### src/spsc_pkg.sv
/*
  Package for the serial port status configuration bits block.
  Holds register offsets, bit positions, reset values and port mode codes.
  Assumes a 32-bit Avalon-MM slave with byte addressing.
*/
package spsc_pkg;

  // ****************************************
  // Register map
  // ****************************************
  localparam logic [3:0] SPSC_STATUS_OFFSET = 4'h0;
  localparam logic [3:0] SPSC_MODE_OFFSET = 4'h4;
  localparam logic [7:0] SPSC_STATUS_RESET = 8'h00;
  localparam logic [1:0] SPSC_MODE_RESET = 2'h0;

  // ****************************************
  // Status register field positions
  // ****************************************
  localparam int SPSC_SAMPLE_BIT = 7;
  localparam int SPSC_EDGE_BIT = 6;
  localparam int SPSC_DATA_ADDR_BIT = 5;

  // ****************************************
  // Port mode codes
  // ****************************************
  localparam logic [1:0] SPSC_MODE_SPI_MASTER = 2'h0;
  localparam logic [1:0] SPSC_MODE_SPI_SLAVE = 2'h1;
  localparam logic [1:0] SPSC_MODE_I2C_MASTER = 2'h2;
  localparam logic [1:0] SPSC_MODE_I2C_SLAVE = 2'h3;

  // Bus slave states
  typedef enum logic [1:0] {
    SPSC_IDLE = 2'b01,
    SPSC_DONE = 2'b10
  } spsc_state_type;

endpackage

### src/spsc_byte_kind.sv
/*
  Tracks whether the last byte moved on the I2C bus was data or an address.
  Assumes byte-done strobes from the shift engine are one-cycle pulses.
*/
`timescale 1ns/10ps
module spsc_byte_kind (
  input wire logic clk_sys,
  input wire logic reset,
  input wire logic i2c_active,
  input wire logic byte_done,
  input wire logic byte_is_data,
  output logic data_not_address
);
  import spsc_pkg::*;

  // Flag follows each completed byte while in I2C operation
  always_ff @(posedge clk_sys) begin
    if (reset) begin
      data_not_address <= SPSC_STATUS_RESET[SPSC_DATA_ADDR_BIT];
    end else if (i2c_active && byte_done) begin
      data_not_address <= byte_is_data;
    end
  end

  chk_byte_kind_follow: assert property (
    @(posedge clk_sys) disable iff (reset)
    (i2c_active && byte_done) |=> (data_not_address == $past(byte_is_data)))
    else $error("data or address flag did not follow the last byte");

  chk_byte_kind_hold: assert property (
    @(posedge clk_sys) disable iff (reset)
    !(i2c_active && byte_done) |=> $stable(data_not_address))
    else $error("data or address flag changed without a byte");

endmodule

### src/spsc_status_bits.sv
/*
  Upper three bits of the serial port status register, with the port mode.
  Assumes a single clock, synchronous reset and an Avalon-MM master.
*/
// Decided for this implementation: the address map and register access over Avalon-MM.
`timescale 1ns/10ps

// Behaviour
// In SPI master mode, received data is sampled at the end of output time when the sample bit is set, else at its middle.
// Software keeps the sample bit clear when the port is an SPI slave.
// In I2C mode, slew rate control is off when the sample bit is set and on when it is clear.
// In SPI mode, data shifts out on the active-to-idle clock edge when the edge bit is set, else on idle-to-active.
// In I2C mode, the edge bit set selects SMBus input thresholds, clear selects normal thresholds.
// In I2C mode, the read-only flag shows one after a data byte and zero after an address byte.
module spsc_status_bits (
  input wire logic clk_sys,
  input wire logic reset,
  input wire logic [3:0] avs_address,
  input wire logic avs_read,
  input wire logic avs_write,
  input wire logic [31:0] avs_writedata,
  input wire logic [3:0] avs_byteenable,
  output logic [31:0] avs_readdata,
  output logic avs_waitrequest,
  output logic [1:0] avs_response,
  input wire logic byte_done,
  input wire logic byte_is_data,
  output logic sample_at_end,
  output logic sample_at_middle,
  output logic slew_control_enable,
  output logic shift_on_active_to_idle,
  output logic smbus_thresholds
);
  import spsc_pkg::*;

  // ****************************************
  // Bus decode
  // ****************************************
  spsc_state_type state;
  spsc_state_type next_state;
  logic [1:0] port_mode;
  logic input_sample_point_select;
  logic clock_edge_select;
  logic data_not_address;
  logic [7:0] status_value;
  logic [31:0] next_readdata;

  wire access = avs_read | avs_write;
  wire hit_status = (avs_address == SPSC_STATUS_OFFSET);
  wire hit_mode = (avs_address == SPSC_MODE_OFFSET);
  wire hit_any = hit_status | hit_mode;
  wire take = access && (state == SPSC_IDLE);
  // Writes land on the answering edge, where the master sees waitrequest low
  wire commit = access && (state == SPSC_DONE);
  wire wr_status = commit && avs_write && hit_status && avs_byteenable[0];
  wire wr_mode = commit && avs_write && hit_mode && avs_byteenable[0];
  wire is_i2c = port_mode[1];
  wire is_spi_master = (port_mode == SPSC_MODE_SPI_MASTER);

  // Request accepted in idle, answered one cycle later
  assign avs_waitrequest = access && (state != SPSC_DONE);

  // Lower five status bits belong to the shift engine and read as zero here
  assign status_value = {input_sample_point_select, clock_edge_select, data_not_address,
                         5'h00};

  // Read data selection
  assign next_readdata = hit_status ? {24'h000000, status_value} :
                         hit_mode ? {30'h00000000, port_mode} : 32'h00000000;

  // ****************************************
  // Bus state machine
  // ****************************************
  always_comb begin
    case (state)
      SPSC_IDLE: next_state = take ? SPSC_DONE : SPSC_IDLE;
      SPSC_DONE: next_state = SPSC_IDLE;
      default: next_state = SPSC_IDLE;
    endcase
  end

  // State and read data registers
  always_ff @(posedge clk_sys) begin
    if (reset) begin
      state <= SPSC_IDLE;
      avs_readdata <= 32'h00000000;
      avs_response <= 2'h0;
    end else begin
      state <= next_state;
      if (take) begin
        avs_readdata <= avs_read ? next_readdata : 32'h00000000;
        avs_response <= hit_any ? 2'h0 : 2'h2; // Unmapped address answers slave error
      end
    end
  end

  // ****************************************
  // Configuration registers
  // ****************************************
  always_ff @(posedge clk_sys) begin
    if (reset) begin
      input_sample_point_select <= SPSC_STATUS_RESET[SPSC_SAMPLE_BIT];
      clock_edge_select <= SPSC_STATUS_RESET[SPSC_EDGE_BIT];
      port_mode <= SPSC_MODE_RESET;
    end else begin
      if (wr_status) begin
        input_sample_point_select <= avs_writedata[SPSC_SAMPLE_BIT];
        clock_edge_select <= avs_writedata[SPSC_EDGE_BIT];
      end
      if (wr_mode) begin
        port_mode <= avs_writedata[1:0];
      end
    end
  end

  // ****************************************
  // Data or address flag
  // ****************************************
  spsc_byte_kind u_byte_kind (
    .clk_sys(clk_sys),
    .reset(reset),
    .i2c_active(is_i2c),
    .byte_done(byte_done),
    .byte_is_data(byte_is_data),
    .data_not_address(data_not_address)
  );

  // ****************************************
  // Mode-steered controls to the shift engine and pads
  // ****************************************
  // Sample point only matters for SPI master; an SPI slave drives neither sample point
  assign sample_at_end = is_spi_master & input_sample_point_select;
  assign sample_at_middle = is_spi_master & ~input_sample_point_select;
  assign slew_control_enable = is_i2c & ~input_sample_point_select;
  assign shift_on_active_to_idle = ~is_i2c & clock_edge_select;
  assign smbus_thresholds = is_i2c & clock_edge_select;

  chk_sample_point_end: assert property (
    @(posedge clk_sys) disable iff (reset)
    (is_spi_master && input_sample_point_select) |-> (sample_at_end && !sample_at_middle))
    else $error("SPI master did not sample at end");

  chk_slew_after_write: assert property (
    @(posedge clk_sys) disable iff (reset)
    (wr_status && is_i2c && !wr_mode) |=> (slew_control_enable == !$past(avs_writedata[7])))
    else $error("slew control did not follow written sample bit");

  chk_edge_after_write: assert property (
    @(posedge clk_sys) disable iff (reset)
    (wr_status && !is_i2c && !wr_mode) |=>
      (shift_on_active_to_idle == $past(avs_writedata[6])))
    else $error("shift edge did not follow written edge bit");

  chk_smbus_thresh_mode: assert property (
    @(posedge clk_sys) disable iff (reset)
    smbus_thresholds |-> (is_i2c && clock_edge_select && !shift_on_active_to_idle))
    else $error("SMBus thresholds outside I2C edge bit");

  chk_bus_answer_next: assert property (
    @(posedge clk_sys) disable iff (reset)
    (access && state == SPSC_IDLE) |=> !avs_waitrequest)
    else $error("bus answer not given next cycle");

  chk_read_status_bits: assert property (
    @(posedge clk_sys) disable iff (reset)
    (take && avs_read && hit_status) |=> (avs_readdata[5] == $past(data_not_address)))
    else $error("read of status lost data or address flag");

  // ****************************************
  // Bus checks
  // ****************************************
  // A write must wait for the answer edge, never land on the acceptance edge
  chk_write_waits_answer: assert property (
    @(posedge clk_sys) disable iff (reset)
    (take && avs_write) |=>
      ($stable(input_sample_point_select) && $stable(clock_edge_select) && $stable(port_mode)))
    else $error("write landed before waitrequest dropped");

  // Read data and response stand between accepted requests
  chk_answer_stands: assert property (
    @(posedge clk_sys) disable iff (reset)
    !take |=> ($stable(avs_readdata) && $stable(avs_response)))
    else $error("read data or response changed without a request");

  // Unmapped places answer slave error with zero data
  chk_unmapped_refused: assert property (
    @(posedge clk_sys) disable iff (reset)
    (take && !hit_any) |=> (avs_response == 2'h2 && avs_readdata == 32'h00000000))
    else $error("unmapped access not refused");

  // Unmapped places change no register
  chk_unmapped_no_write: assert property (
    @(posedge clk_sys) disable iff (reset)
    (access && !hit_any) |=>
      ($stable(input_sample_point_select) && $stable(clock_edge_select) && $stable(port_mode)))
    else $error("unmapped write changed a register");

  // Mapped places always answer okay
  chk_mapped_okay: assert property (
    @(posedge clk_sys) disable iff (reset)
    (take && hit_any) |=> (avs_response == 2'h0))
    else $error("mapped access not answered okay");

  // ****************************************
  // Mode control checks
  // ****************************************
  // SPI master sample point follows the written bit in both directions
  chk_sample_after_write: assert property (
    @(posedge clk_sys) disable iff (reset)
    (wr_status && is_spi_master) |=>
      (sample_at_end == $past(avs_writedata[SPSC_SAMPLE_BIT]) &&
       sample_at_middle == !$past(avs_writedata[SPSC_SAMPLE_BIT])))
    else $error("SPI master sample point did not follow written bit");

  // SPI slave leaves sampling to the engine's fixed point
  chk_slave_sample_idle: assert property (
    @(posedge clk_sys) disable iff (reset)
    (port_mode == SPSC_MODE_SPI_SLAVE) |-> !(sample_at_end || sample_at_middle))
    else $error("SPI slave drove a master sample point");

  // SMBus thresholds follow the written edge bit in I2C
  chk_smbus_after_write: assert property (
    @(posedge clk_sys) disable iff (reset)
    (wr_status && is_i2c) |=> (smbus_thresholds == $past(avs_writedata[SPSC_EDGE_BIT])))
    else $error("SMBus thresholds did not follow written edge bit");

endmodule

### config.mk
export PLATFORM = sky130hd
export DESIGN_NAME = spsc_status_bits
export DESIGN_NICKNAME = d
export VERILOG_FILES = /design/src/spsc_pkg.sv /design/src/spsc_byte_kind.sv /design/src/spsc_status_bits.sv
export SDC_FILE = /design/constraint.sdc
export NUM_CORES = 1
export LEC_CHECK = 0
export ABC_AREA = 1
export BUFFER_PORTS_ARGS = -buffer_cell sky130_fd_sc_hd__buf_4
export CAP_MARGIN = 20
export CORE_MARGIN = 2
export CORE_UTILIZATION = 33
export DETAILED_ROUTE_END_ITERATION = 10
export GPL_ROUTABILITY_DRIVEN = 0
export GPL_TIMING_DRIVEN = 1
export HOLD_SLACK_MARGIN = 0.05
export PLACE_DENSITY = 0.76
export SETUP_SLACK_MARGIN = 0.4
export SLEW_MARGIN = 20
export SYNTH_ARGS = -nofsm -noshare
export SYNTH_HDL_FRONTEND = slang
export SYNTH_HIERARCHICAL = 1
export SYNTH_SLANG_ARGS = --single-unit
### constraint.sdc
create_clock -name clk_sys -period 0.9 [get_ports clk_sys]
set_input_delay 0 -clock clk_sys [delete_from_list [all_inputs] [get_ports clk_sys]]
set_output_delay 0 -clock clk_sys [all_outputs]
set_load 0.05 [all_outputs]
Yosys cells after proc, flatten, opt, wreduce, memory -nomap -nowiden
Cells that the tools add are included.
{ "op_classes": {"n_reduce_logical": 12, "eq_ne": 4, "div": 0, "addsub": 0, "multipliers": 0, "bitwise": 10, "magnitude_cmp": 0, "n_mux": 5, "shift": 0} }
{ "ops": {"columns": ["cell", "n"], "rows": [
  ["$mux 8", 2],
  ["$logic_and 1x1->1", 9],
  ["$mux 2", 3],
  ["$and 1x1->1", 5],
  ["$eq 4x3->1 const B", 1],
  ["$logic_not 4->1", 1],
  ["$not 1->1", 3],
  ["$eq 2x1->1 const B", 1],
  ["$eq 2x2->1 const B", 1],
  ["$logic_not 2->1", 1],
  ["$ne 2x2->1 const B", 1],
  ["$or 1x1->1", 2],
  ["$reduce_or 2->1", 1]
]} }
{ "totals": {"mem_bits_ro": 0, "ff_bits": 41, "latchBits": 0, "mem_bits_rw": 0, "mem_count": 0} }

Depth between registers and ports, before layout
Gate-level depths: netlist (run 1).
{ "logic_depth": {"depth_word": 5, "mapped_depth": 6} }

Modules after synthesis
The synthesis (run 1) kept the hierarchy.
{ "modules_own_cells": {"columns": ["module", "n_inst", "seq_area_each_um2", "area_per_inst_um2", "cells_per_inst"], "rows": [
  ["spsc_status_bits", 1, 240.2, 889.6, 127],
  ["spsc_byte_kind", 1, 20.0, 46.3, 8]
]} }

Least setup slack after synthesis (run 1)
Ideal clock, no wire load.
{ "synth_timing": {"path_type": "register to output", "from": "register input_sample_point_select", "to": "output port sample_at_end", "setup_slack_ps": -631, "n_path_buf": 0, "arrival_time_ps": 1531, "path_stages_with_launch": 2, "cell_sequence": "dfxtp_1 > nor3b_1"} }
{ "synth_via": {"elab_chain_len": 1} }
{ "synth_lines": {"columns": ["element", "line_no", "rtl"], "rows": [
  ["start, declared", "spsc_status_bits.sv:42", "logic input_sample_point_select;"],
  ["start signal, assigned", "spsc_status_bits.sv:102", "input_sample_point_select <= SPSC_STATUS_RESET[SPSC_SAMPLE_BIT];"],
  ["start signal, assigned", "spsc_status_bits.sv:107", "input_sample_point_select <= avs_writedata[SPSC_SAMPLE_BIT];"],
  ["$and 1x1->1", "spsc_status_bits.sv:132", "assign sample_at_end = is_spi_master & input_sample_point_select;"],
  ["end, declared", "spsc_status_bits.sv:28", "output logic sample_at_end,"]
]} }
No other way between the ends.

Worst setup path in the final report (run 1)
{ "layout_timing": {"from": "register port_mode[1]", "to": "output port smbus_thresholds"} }
{ "layout_via": {"elab_chain_len": 1} }
{ "layout_lines": {"columns": ["element", "line_no", "rtl"], "rows": [
  ["start, declared", "spsc_status_bits.sv:41", "logic [1:0] port_mode;"],
  ["start signal, assigned", "spsc_status_bits.sv:111", "port_mode <= avs_writedata[1:0];"],
  ["$and 1x1->1", "spsc_status_bits.sv:136", "assign smbus_thresholds = is_i2c & clock_edge_select;"],
  ["end, declared", "spsc_status_bits.sv:32", "output logic smbus_thresholds"]
]} }
No other way between the ends.

==> results.md, run 1 <==
- Outcome: finished with violations
- Failing checks: negative hold slack, negative setup slack
- Filler Cell Count: 259
- Post-synthesis instance area: 936 um^2
- Max-cap violations: 0
- Placement row count: 19
- Worst-path fanout max: 6
- GRT Total Usage: 12.4%
- Avg Cell Area, Syn: 6.93 um^2
- Worst Setup Path Type: flip-flop to primary output
- Number of synthesized register bits: 13
- Final net count: 225
- Proportion of synthesized flip-flops having asynchronous set or reset: 0%
- Count of final setup violators: 18
- Worst clock skew: 7.35 ps
- Pwr Density: 1080 mW/mm^2
- Total inserted antenna cells: 0
- Final-layout worst hold slack: -55.8 ps
- Port buffer count: 26
- Share of the yosys chip area belonging to registers: 27.8%
- Height of the die: 57.3 um
- Remaining antenna violation count: 0
- Setup slack after placement: -24.6 ps
- Clk Tree Root Cell: clkbuf_4
- Pre-Repair DR Iteration Count: 4
- Clock Tree Buf Depth: 2
- Type of destination of the critical path: primary output
- Total global routing overflow: 0
- Maximum operating frequency: 0.945 GHz
- Gate Count Post-Synth: 135
- Most frequent cell after synthesis: buf_4
- Minimum setup slack in the final design: -159 ps
- Number of sinks on the clock net: 13
- Number of buffers created by CTS: 3
- Ranking of synthesized cells by instance count: 29 x buf_4, 25 x nand2_1, 18 x nor2_1
- Req. time, crit path: 900 ps
- Crit path DAT: 1060 ps
- Total count of max-transition violations in the final report: 0
- Wire length of the first global-routing pass: 3.11 mm
- Static Leakage: 0.691 nW
- Min-Delay Path Class: input port to flip-flop
- Floorplan core area: 0.00273 mm^2
- RSZ-0062 raised after global routing: yes
- Ratio of cells with drive above 1 in the final layout: 57.3%
- Hold violation total from the final report: 8
- Overall routed net length: 1.87 mm
- Number of antenna violations at the first check in global routing: 0
- Final Power: 0.00157 W
- Cell variety after synth: 18
- Yosys top cell area share: 27.8%
- Warnings, synthesis: 6
- Vias per std cell: 4.04
- Syn-to-layout area delta: 54.5%
- Cell taking the most area after synthesis: dfxtp_1
- Highest ir drop seen on vdd: 0.737 mV
- Vias in the first global route: 747
- Period utilization: 118%
- Total Die Area: 0.00328 mm^2
- Cell types occupying the most area after synthesis: dfxtp_1 28%, buf_4 23%, nand2_1 10%, nor2_1 7.2%, a21oi_2 5.6%
- Boundary pin count: 86
- Minimum period implied by the final worst setup slack: 1060 ps
- Insertion delay of the later-clocked pin in the worst-skew pair: 270 ps
- Clock Pin Slew Worst Setup and Hold Paths: 80 ps
- Number of flops mapped to enable cells by yosys: 0
- Ys flop type: dfxtp_1
- Number of vias in the routed layout: 844
- Wirelength per Cell: 8.96 um
- Initial core utilization: 34.2%
- Width of the chip: 57.3 um
- Critical path launch point type: flip-flop
- Number of H-tree levels: 1
- Number of violations reported at the end of detailed-routing iteration 0: 15
- Largest net degree at the start of global routing: 10
- Dpl hpwl: 1.34 mm
- Clock tree from TritonCTS: yes
- Post-route DRC violation count: 0
## layer usage
metal,global-route usage [%],up-vias,share of wire [%]
met5,0,-,0
met4,6.98,0,2.5
met3,4.08,5,8.2
met2,22.3,35,52
met1,12.4,370,37
li1,-,434,-
## flip-flops by register name, indices dropped and copies added (netlist names)
signal	cells
state	2
port_mode	2
avs_response	1
input_sample_point_select	1
avs_readdata	5
u_byte_kind/data_not_address	1
clock_edge_select	1
## stage by stage
stage	setup TNS (ps)	utilization (%)	std cells	instance area, um^2	hold WS, ps
finish	-1750	52.9	209	1450	-55.8
global route	-2840	52.9	209	1450	-51.8
CTS	-1630	51.7	209	1410	-56.1
detailed placement	-75.8	42.7	193	1170	235
global placement	-39.9	42.7	193	1170	232
floorplan	0	-	162	1130	134
## where the power goes
| group | switching [W] | leakage (nW) | total (W) | internal, W |
|---|---|---|---|---|
| Combinational | 0.000462 | 0.564 | 0.000628 | 0.000166 |
| Clock | 0.000177 | 0.0150 | 0.000348 | 0.000172 |
| Sequential | 0.0000118 | 0.112 | 0.000593 | 0.000582 |
## final cells by class
cell class              count  area (um^2)  share of cell area (%)
inverters                  19         87.6                    6.06
flip-flops and latches     13          288                    19.9
repair buffers             41          398                    27.5
clock buffers               4         26.3                    1.82
multi-input cells         101          608                    42.0
well taps                  31         38.8                    2.68
## what timing repair did
| item | in CTS | in global routing |
|---|---|---|
| endpoints found under the setup margin | 25 | 25 |
| resized for setup | 34 | 9 |
| pin swaps | 6 | 6 |
| setup buffers | 12 | 0 |
| endpoints found under the hold margin | 13 | 9 |
## worst paths after layout
| kind | from | to | slack (ps) | cells after the start |
|---|---|---|---|---|
| setup / recovery | port_mode[1]$_SDFFE_PP0P_ | smbus_thresholds | -160 | 4 |
| hold / removal | byte_is_data | u_byte_kind/data_not_address$_SDFFE_PP0P_ | -60 | 3 |
| setup reg to reg | state[1]$_SDFF_PP0_ | clock_edge_select$_SDFFE_PP0P_ | -120 | 6 |
| hold reg to reg | u_byte_kind/data_not_address$_SDFFE_PP0P_ | u_byte_kind/data_not_address$_SDFFE_PP0P_ | 520 | 4 |
## logic make-up after synthesis
logic type	count (synthesis)	synth area share, %
flip-flops	13	27.8
AND/OR/NAND/NOR	64	33.7
AO/OA/AOI/OAI	9	7.22
other	1	0.401
buffers and inverters	48	30.9
## cells in the final DEF, fill, tap and decap left out, drive strengths merged
cell / count
a21oi: 9
buf: 41
clkbuf: 4
clkinvlp: 1
conb: 28
dfxtp: 13
inv: 18
nand2: 33
nand3: 5
nand4: 1
nor2: 23
nor3: 1
nor3b: 1
## critical path, cell delays in order (launching register included)
cell and delay (ps):
dfxtp_4 380, buf_6 120, nand2_4 50, clkinvlp_4 80, buf_8 150
(Power assumes the default switching activity.)
==> run 2: changes to the inputs <==
Settings changed: BUFFER_PORTS_ARGS -buffer_cell sky130_fd_sc_hd__buf_4 to default, CORE_UTILIZATION 33 to 40, DONT_BUFFER_PORTS from default to 1, PLACE_DENSITY 0.76 to default.
==> results.md, run 2 (synthesis results as in run 1) <==
- Final net count: 204 (was 225)
- Met3 Wirelength: 95 um (was 154 um)
- Remaining antenna violation count: 0 (unchanged)
- Wire length of the first global-routing pass: 2.81 mm (was 3.11 mm)
- Vias in the first global route: 719 (was 747)
- Final Instance Area: 0.00126 mm^2 (was 0.00145 mm^2)
- Vias per std cell: 4.17 (was 4.04)
- Floorplan core area: 0.00221 mm^2 (was 0.00273 mm^2)
- Number of antenna violations at the first check in global routing: 0 (unchanged)
- Dpl hpwl: 1.42 mm (was 1.34 mm)
- Worst-path fanout max: 4 (was 6)
- Static Leakage: 0.580 nW (was 0.691 nW)
- Summed negative setup slack over all endpoints: -1490 ps (was -1750 ps)
- Height of the die: 52.4 um (was 57.3 um)
- Most frequent cells in the layout: 28 x conb_1, 21 x nand2_1, 16 x nor2_1, 9 x inv_1 (was 28 x conb_1, 24 x buf_4, 21 x nand2_1, 13 x nor2_1, 10 x buf_6)
- Width of the chip: 52.4 um (was 57.3 um)
- Largest net degree at the start of global routing: 10 (unchanged)
- Critical path launch point type: flip-flop (unchanged)
- # placed instances: 173 (was 193)
- RSZ-0062 raised after global routing: yes (unchanged)
- GRT Total Usage: 13.8% (was 12.4%)
- Port buffer count: 0 (was 26)
- Insertion delay of the later-clocked pin in the worst-skew pair: 260 ps (was 270 ps)
- Failing checks: negative hold slack, negative setup slack (unchanged)
- Ratio of cells with drive above 1 in the final layout: 48.4% (was 57.3%)
- Clock Tree Buf Depth: 2 (unchanged)
- Crit path DAT: 1070 ps (was 1060 ps)
- Commonest non-fill, non-tap cell in the layout: conb_1 (unchanged)
- Outcome: finished with violations (unchanged)
- Post-route DRC violation count: 0 (unchanged)
- Placement row count: 17 (was 19)
- Clock tree from TritonCTS: yes (unchanged)
- Register containing the most flip-flops in the final layout: avs_readdata (unchanged)
- Worst clock skew: 2.48 ps (was 7.35 ps)
- Number of H-tree levels: 1 (unchanged)
- Highest ir drop seen on vdd: 0.808 mV (was 0.737 mV)
- Hold violation total from the final report: 13 (was 8)
- Total Die Area: 0.00274 mm^2 (was 0.00328 mm^2)
- Final-layout worst hold slack: -221 ps (was -55.8 ps)
- Boundary pin count: 86 (unchanged)
- Clock Pin Slew Worst Setup and Hold Paths: 80 ps (about the same)
- Total count of max-transition violations in the final report: 0 (unchanged)
- Count of final setup violators: 16 (was 18)
- Type of destination of the critical path: primary output (unchanged)
- Max-cap violations: 0 (unchanged)
- # hold bufs at CTS: 1
- Pwr Density: 1170 mW/mm^2 (was 1080 mW/mm^2)
- Total global routing overflow: 0 (unchanged)
- Cell area after placement: 0.00107 mm^2 (was 0.00117 mm^2)
- Min-Delay Path Class: input port to flip-flop (unchanged)
- Wirelength per Cell: 9.71 um (was 8.96 um)
- Overall routed net length: 1.80 mm (was 1.87 mm)
- Period utilization: 119% (was 118%)
- Wire length on met1: 657 um (was 697 um)
- Max reg flops: 5 (unchanged)
- Pre-Repair DR Iteration Count: 4 (unchanged)
- Clk Tree Root Cell: clkbuf_4 (unchanged)
- Number of violations reported at the end of detailed-routing iteration 0: 6 (was 15)
- Max Used Layer: met4 (unchanged)
- Post-layout utilization of the core: 56.8% (was 52.9%)
- Worst Setup Path Type: flip-flop to primary output (unchanged)
- Number of buffers created by CTS: 3 (unchanged)
- Syn-to-layout area delta: 34.2% (was 54.5%)
- Minimum period implied by the final worst setup slack: 1070 ps (was 1060 ps)
- Minimum setup slack in the final design: -170 ps (was -159 ps)
- Number of sinks on the clock net: 13 (unchanged)
- Number of vias in the routed layout: 771 (was 844)
- Maximum operating frequency: 0.934 GHz (was 0.945 GHz)
- Total inserted antenna cells: 0 (unchanged)
- Req. time, crit path: 900 ps (about the same)
- Count of non-filler cells in the finished layout: 185 (was 209)
- Largest registers in the final layout: avs_readdata (5), port_mode (2), state (2) (unchanged)
- Total length of routed met2 wires: 1.02 mm (was 973 um)
- Initial core utilization: 42.3% (was 34.2%)
==> run 2: cell count changes in the layout (fill, tap and decap cells not counted), sizes merged <==
cell         before  now
dlygate4sd3       0    1
buf              41   19
==> run 2: worst paths after layout <==
| check | start | to | slack, ps | cells past startpoint |
|---|---|---|---|---|
| hold / removal | reset | avs_readdata[6]$_SDFFE_PP0P_ | -220 | 1 |
| setup / recovery | state[1]$_SDFF_PP0_ | avs_waitrequest | -170 | 3 |
| hold reg to reg | avs_readdata[5]$_SDFFE_PP0P_ | avs_readdata[5]$_SDFFE_PP0P_ | 470 | 2 |
| setup reg to reg | state[0]$_SDFF_PP1_ | port_mode[1]$_SDFFE_PP0P_ | -130 | 7 |
==> run 2: layout make-up <==
cell class              instances  area (um^2)
well taps                      28         35.0
clock buffers                   4         26.3
repair buffers                 20          250
inverters                      19         77.6
multi-input cells             101          582
fillers                       208          956
flip-flops and latches         13          285
==> run 2: timing repair <==
action | CTS | global route
endpoints found under the setup margin | 25 | 25
cloned | 0 | 0
hold endpoints to repair | 13 | 13
resized for setup | 21 | 3
pin swaps | 4 | 6
setup buffers | 7 | 0
==> run 2: stage by stage <==
stage	hold WS, ps	power [W]	setup WS, ps
6_report	-221	0.00148	-170
5_1_grt	-247	0.00155	-205
4_1_cts	-229	0.00148	-175
3_5_place_dp	57.2	0.00109	-30.8
3_3_place_gp	58.7	0.00108	7.79
2_1_floorplan	134	0.00114	12.2
==> run 2: critical path, cell delays in order, from the launching register on <==
cell and delay, ps:
dfxtp_4 370, buf_6 120, a21oi_4 160, buf_12 150
==> run 2: per-layer routing <==
layer | vias up | track usage [%]
li1 | 394 | -
met5 | - | 0
met2 | 27 | 26.9
met4 | 0 | 6.41
met3 | 2 | 2.29
met1 | 348 | 14.0
==> run 2: report_power, final <==
group	leakage [nW]	internal (W)	switching, W
Combinational	0.454	0.000116	0.000410
Sequential	0.112	0.000582	0.0000153
Clock	0.0150	0.000171	0.000180
Total	0.580	0.000869	0.000606
==> run 3: changes to the inputs <==
Settings changed: ABC_AREA 1 to 0.
==> results.md, run 3 <==
- Outcome: finished with violations (unchanged)
- Failing checks: negative hold slack, negative setup slack (unchanged)
- Total inserted antenna cells: 0 (unchanged)
- Max reg flops: 5 (unchanged)
- Floorplan core area: 0.00196 mm^2 (was 0.00221 mm^2)
- Clk Tree Root Cell: clkbuf_4 (unchanged)
- Minimum setup slack in the final design: -238 ps (was -170 ps)
- Vias per std cell: 4.45 (was 4.17)
- Final-layout worst hold slack: -227 ps (was -221 ps)
- Wire length on met1: 609 um (was 657 um)
- Number of synthesized register bits: 13 (unchanged)
- Remaining antenna violation count: 0 (unchanged)
- Hold violation total from the final report: 13 (unchanged)
- Slew at the pin closest to its max-slew limit: 501 ps
- Total global routing overflow: 0 (unchanged)
- Period utilization: 126% (was 119%)
- Total length of routed met2 wires: 788 um (was 1.02 mm)
- Critical path launch point type: flip-flop (unchanged)
- Cell types occupying the most area after synthesis: dfxtp_1 32%, buf_4 25%, nand2b_1 7.6%, mux2i_1 4.9%, a21oi_1 4.2% (was dfxtp_1 28%, buf_4 23%, nand2_1 10%, nor2_1 7.2%, a21oi_2 5.6%)
- Share of the yosys chip area belonging to registers: 31.6% (was 27.8%)
- Insertion delay of the later-clocked pin in the worst-skew pair: 270 ps (was 260 ps)
- Total Die Area: 0.00244 mm^2 (was 0.00274 mm^2)
- Cell variety after synth: 24 (was 18)
- Filler Cell Count: 176 (was 208)
- Yosys top cell area share: 31.6% (was 27.8%)
- Number of H-tree levels: 1 (unchanged)
- Worst clock skew: 2.10 ps (was 2.48 ps)
- Setup slack after placement: -214 ps (was -30.8 ps)
- Wire length of the first global-routing pass: 2.44 mm (was 2.81 mm)
- RSZ-0062 raised after global routing: yes (unchanged)
- Pre-Repair DR Iteration Count: 2 (was 4)
- Worst Setup Path Type: flip-flop to flip-flop (was flip-flop to primary output)
- Met3 Wirelength: 119 um (was 95 um)
- Crit path DAT: 1330 ps (was 1070 ps)
- Req. time, crit path: 1090 ps (was 900 ps)
- Post-layout utilization of the core: 58.2% (was 56.8%)
- Largest net degree at the start of global routing: 17 (was 10)
- Initial core utilization: 42.0% (was 42.3%)
- Wirelength per Cell: 10.7 um (was 9.71 um)
- Maximum operating frequency: 0.879 GHz (was 0.934 GHz)
- Vias in the first global route: 567 (was 719)
- Port buffer count: 0 (unchanged)
- Worst-path fanout max: 3 (was 4)
- Pwr Density: 1220 mW/mm^2 (was 1170 mW/mm^2)
- Number of antenna violations at the first check in global routing: 0 (unchanged)
- Largest registers in the final layout: avs_readdata (5), port_mode (2), state (2) (unchanged)
- CP cell instances: nand4b_1 -> nor3b_2 -> mux2i_1 (was buf_6 -> a21oi_4 -> buf_12)
- Number of flops mapped to enable cells by yosys: 0 (unchanged)
- Number of vias in the routed layout: 632 (was 771)
- Most frequent cells in the layout: 28 x conb_1, 9 x nand2b_1, 9 x dfxtp_2, 7 x a21oi_2, 6 x buf_8 (was 28 x conb_1, 21 x nand2_1, 16 x nor2_1, 9 x inv_1)
- Storage cell area: 283 um^2 (was 285 um^2)
- Ranking of synthesized cells by instance count: 28 x buf_4, 13 x dfxtp_1, 10 x nand2b_1 (was 29 x buf_4, 25 x nand2_1, 18 x nor2_1)
- Static Leakage: 0.446 nW (was 0.580 nW)
- Number of violations reported at the end of detailed-routing iteration 0: 1 (was 6)
- Count of final setup violators: 18 (was 16)
- Proportion of synthesized flip-flops having asynchronous set or reset: 0% (unchanged)
- Gate Count Post-Synth: 95 (was 135)
- Commonest non-fill, non-tap cell in the layout: conb_1 (unchanged)
- Type of destination of the critical path: flip-flop (was primary output)
- Total count of max-transition violations in the final report: 0 (unchanged)
- Max-cap violations: 0 (unchanged)
- Critical Path Slowest Stage Cell: dfxtp_2 (was dfxtp_4)
- Placement row count: 16 (was 17)
- Dpl hpwl: 1.19 mm (was 1.42 mm)
- Number of buffers created by CTS: 3 (unchanged)
- Clock Pin Slew Worst Setup and Hold Paths: 80 ps (about the same)
- Boundary pin count: 86 (unchanged)
- Min-Delay Path Class: input port to flip-flop (unchanged)
- Height of the die: 49.4 um (was 52.4 um)
- Number of sinks on the clock net: 13 (unchanged)
- GRT Total Usage: 12.7% (was 13.8%)
- Cell taking the most area after synthesis: dfxtp_1 (unchanged)
- Ratio of cells with drive above 1 in the final layout: 50.4% (was 48.4%)
- Delay of the slowest cell on the worst path: 330 ps (was 370 ps)
- Overall routed net length: 1.52 mm (was 1.80 mm)
- Highest ir drop seen on vdd: 0.803 mV (was 0.808 mV)
- Max-Slew Margin vs Limit: 66.3%
- Final net count: 162 (was 204)
- Post-synthesis instance area: 825 um^2 (was 936 um^2)
- Max Used Layer: met3 (was met4)
- Clock Tree Buf Depth: 2 (unchanged)
- Warnings, synthesis: 6 (unchanged)
- Syn-to-layout area delta: 38.4% (was 34.2%)
- Minimum period implied by the final worst setup slack: 1140 ps (was 1070 ps)
- Total area of multi-input combinational cells: 546 um^2 (was 582 um^2)
- Register containing the most flip-flops in the final layout: avs_readdata (unchanged)
- Most frequent cell after synthesis: buf_4 (unchanged)
- Ys flop type: dfxtp_1 (unchanged)
- Avg Cell Area, Syn: 8.68 um^2 (was 6.93 um^2)
- Post-route DRC violation count: 0 (unchanged)
- Width of the chip: 49.4 um (was 52.4 um)
- Clock tree from TritonCTS: yes (unchanged)
==> run 3: routing by layer <==
metal,up-vias,GRT usage [%]
met2,32,22.3
met4,0,5.56
met5,-,0
met1,292,14.2
li1,308,-
met3,0,3.68
==> run 3: kinds of logic (layout without fill, tap and decap cells) <==
family          count (synthesis)  in the layout  synth area share (%)
compound gates                 15             15                  10.2
buf+inv                        31             24                  26.9
flops                          13             13                  31.6
mux                             4              4                  4.86
other cells                     1             28                 0.455
simple gates                   31             31                  26.1
==> run 3: final timing paths <==
kind / from / to / slack (ps) / cells after the start
setup / recovery: state[0]$_SDFF_PP1_ / clock_edge_select$_SDFFE_PP0P_ / -240 / 3
hold / removal: reset / avs_readdata[1]$_SDFFE_PP0P_ / -230 / 1
setup reg to reg: state[0]$_SDFF_PP1_ / clock_edge_select$_SDFFE_PP0P_ / -240 / 3
hold reg to reg: u_byte_kind/data_not_address$_SDFFE_PP0P_ / avs_readdata[5]$_SDFFE_PP0P_ / 470 / 2
==> run 3: cell type report <==
type                    count  share of cell area (%)
inverters                   2                   0.658
well taps                  27                    2.96
flip-flops and latches     13                    24.8
repair buffers             18                    21.5
clock buffers               4                    2.30
multi-input cells          78                    47.8
==> run 3: timing repair <==
item | in CTS | in global routing
hold endpoints to repair | 13 | 13
pin swaps | 11 | 6
gates resized for setup | 27 | 15
gates cloned | 0 | 0
setup buffers | 1 | 2
setup endpoints to repair | 25 | 25
==> run 3: report_power, final <==
part | internal (W) | switching, W | leakage [nW]
Combinational | 0.0000942 | 0.000347 | 0.320
Clock | 0.000171 | 0.000185 | 0.0150
Sequential | 0.000582 | 0.0000109 | 0.111
==> run 3: critical path: cells and delay by family (launching register included) <==
family	cells	cell delay [ps]
and+or+nand+nor	2	520
DFF	1	330
muxes	1	210
==> run 3: metrics by stage <==
step / hold WS (ps) / cell area [um^2] / std cells / setup TNS (ps) / power [W]
2_1_floorplan: 62.4 / 968 / 122 / -908 / 0.00106
3_3_place_gp: 64.7 / 951 / 135 / -1250 / 0.00101
3_5_place_dp: 65.9 / 951 / 135 / -1620 / 0.00101
4_1_cts: -228 / 1080 / 140 / -2680 / 0.00140
5_1_grt: -245 / 1140 / 142 / -3250 / 0.00144
6_report: -227 / 1140 / 142 / -2550 / 0.00139
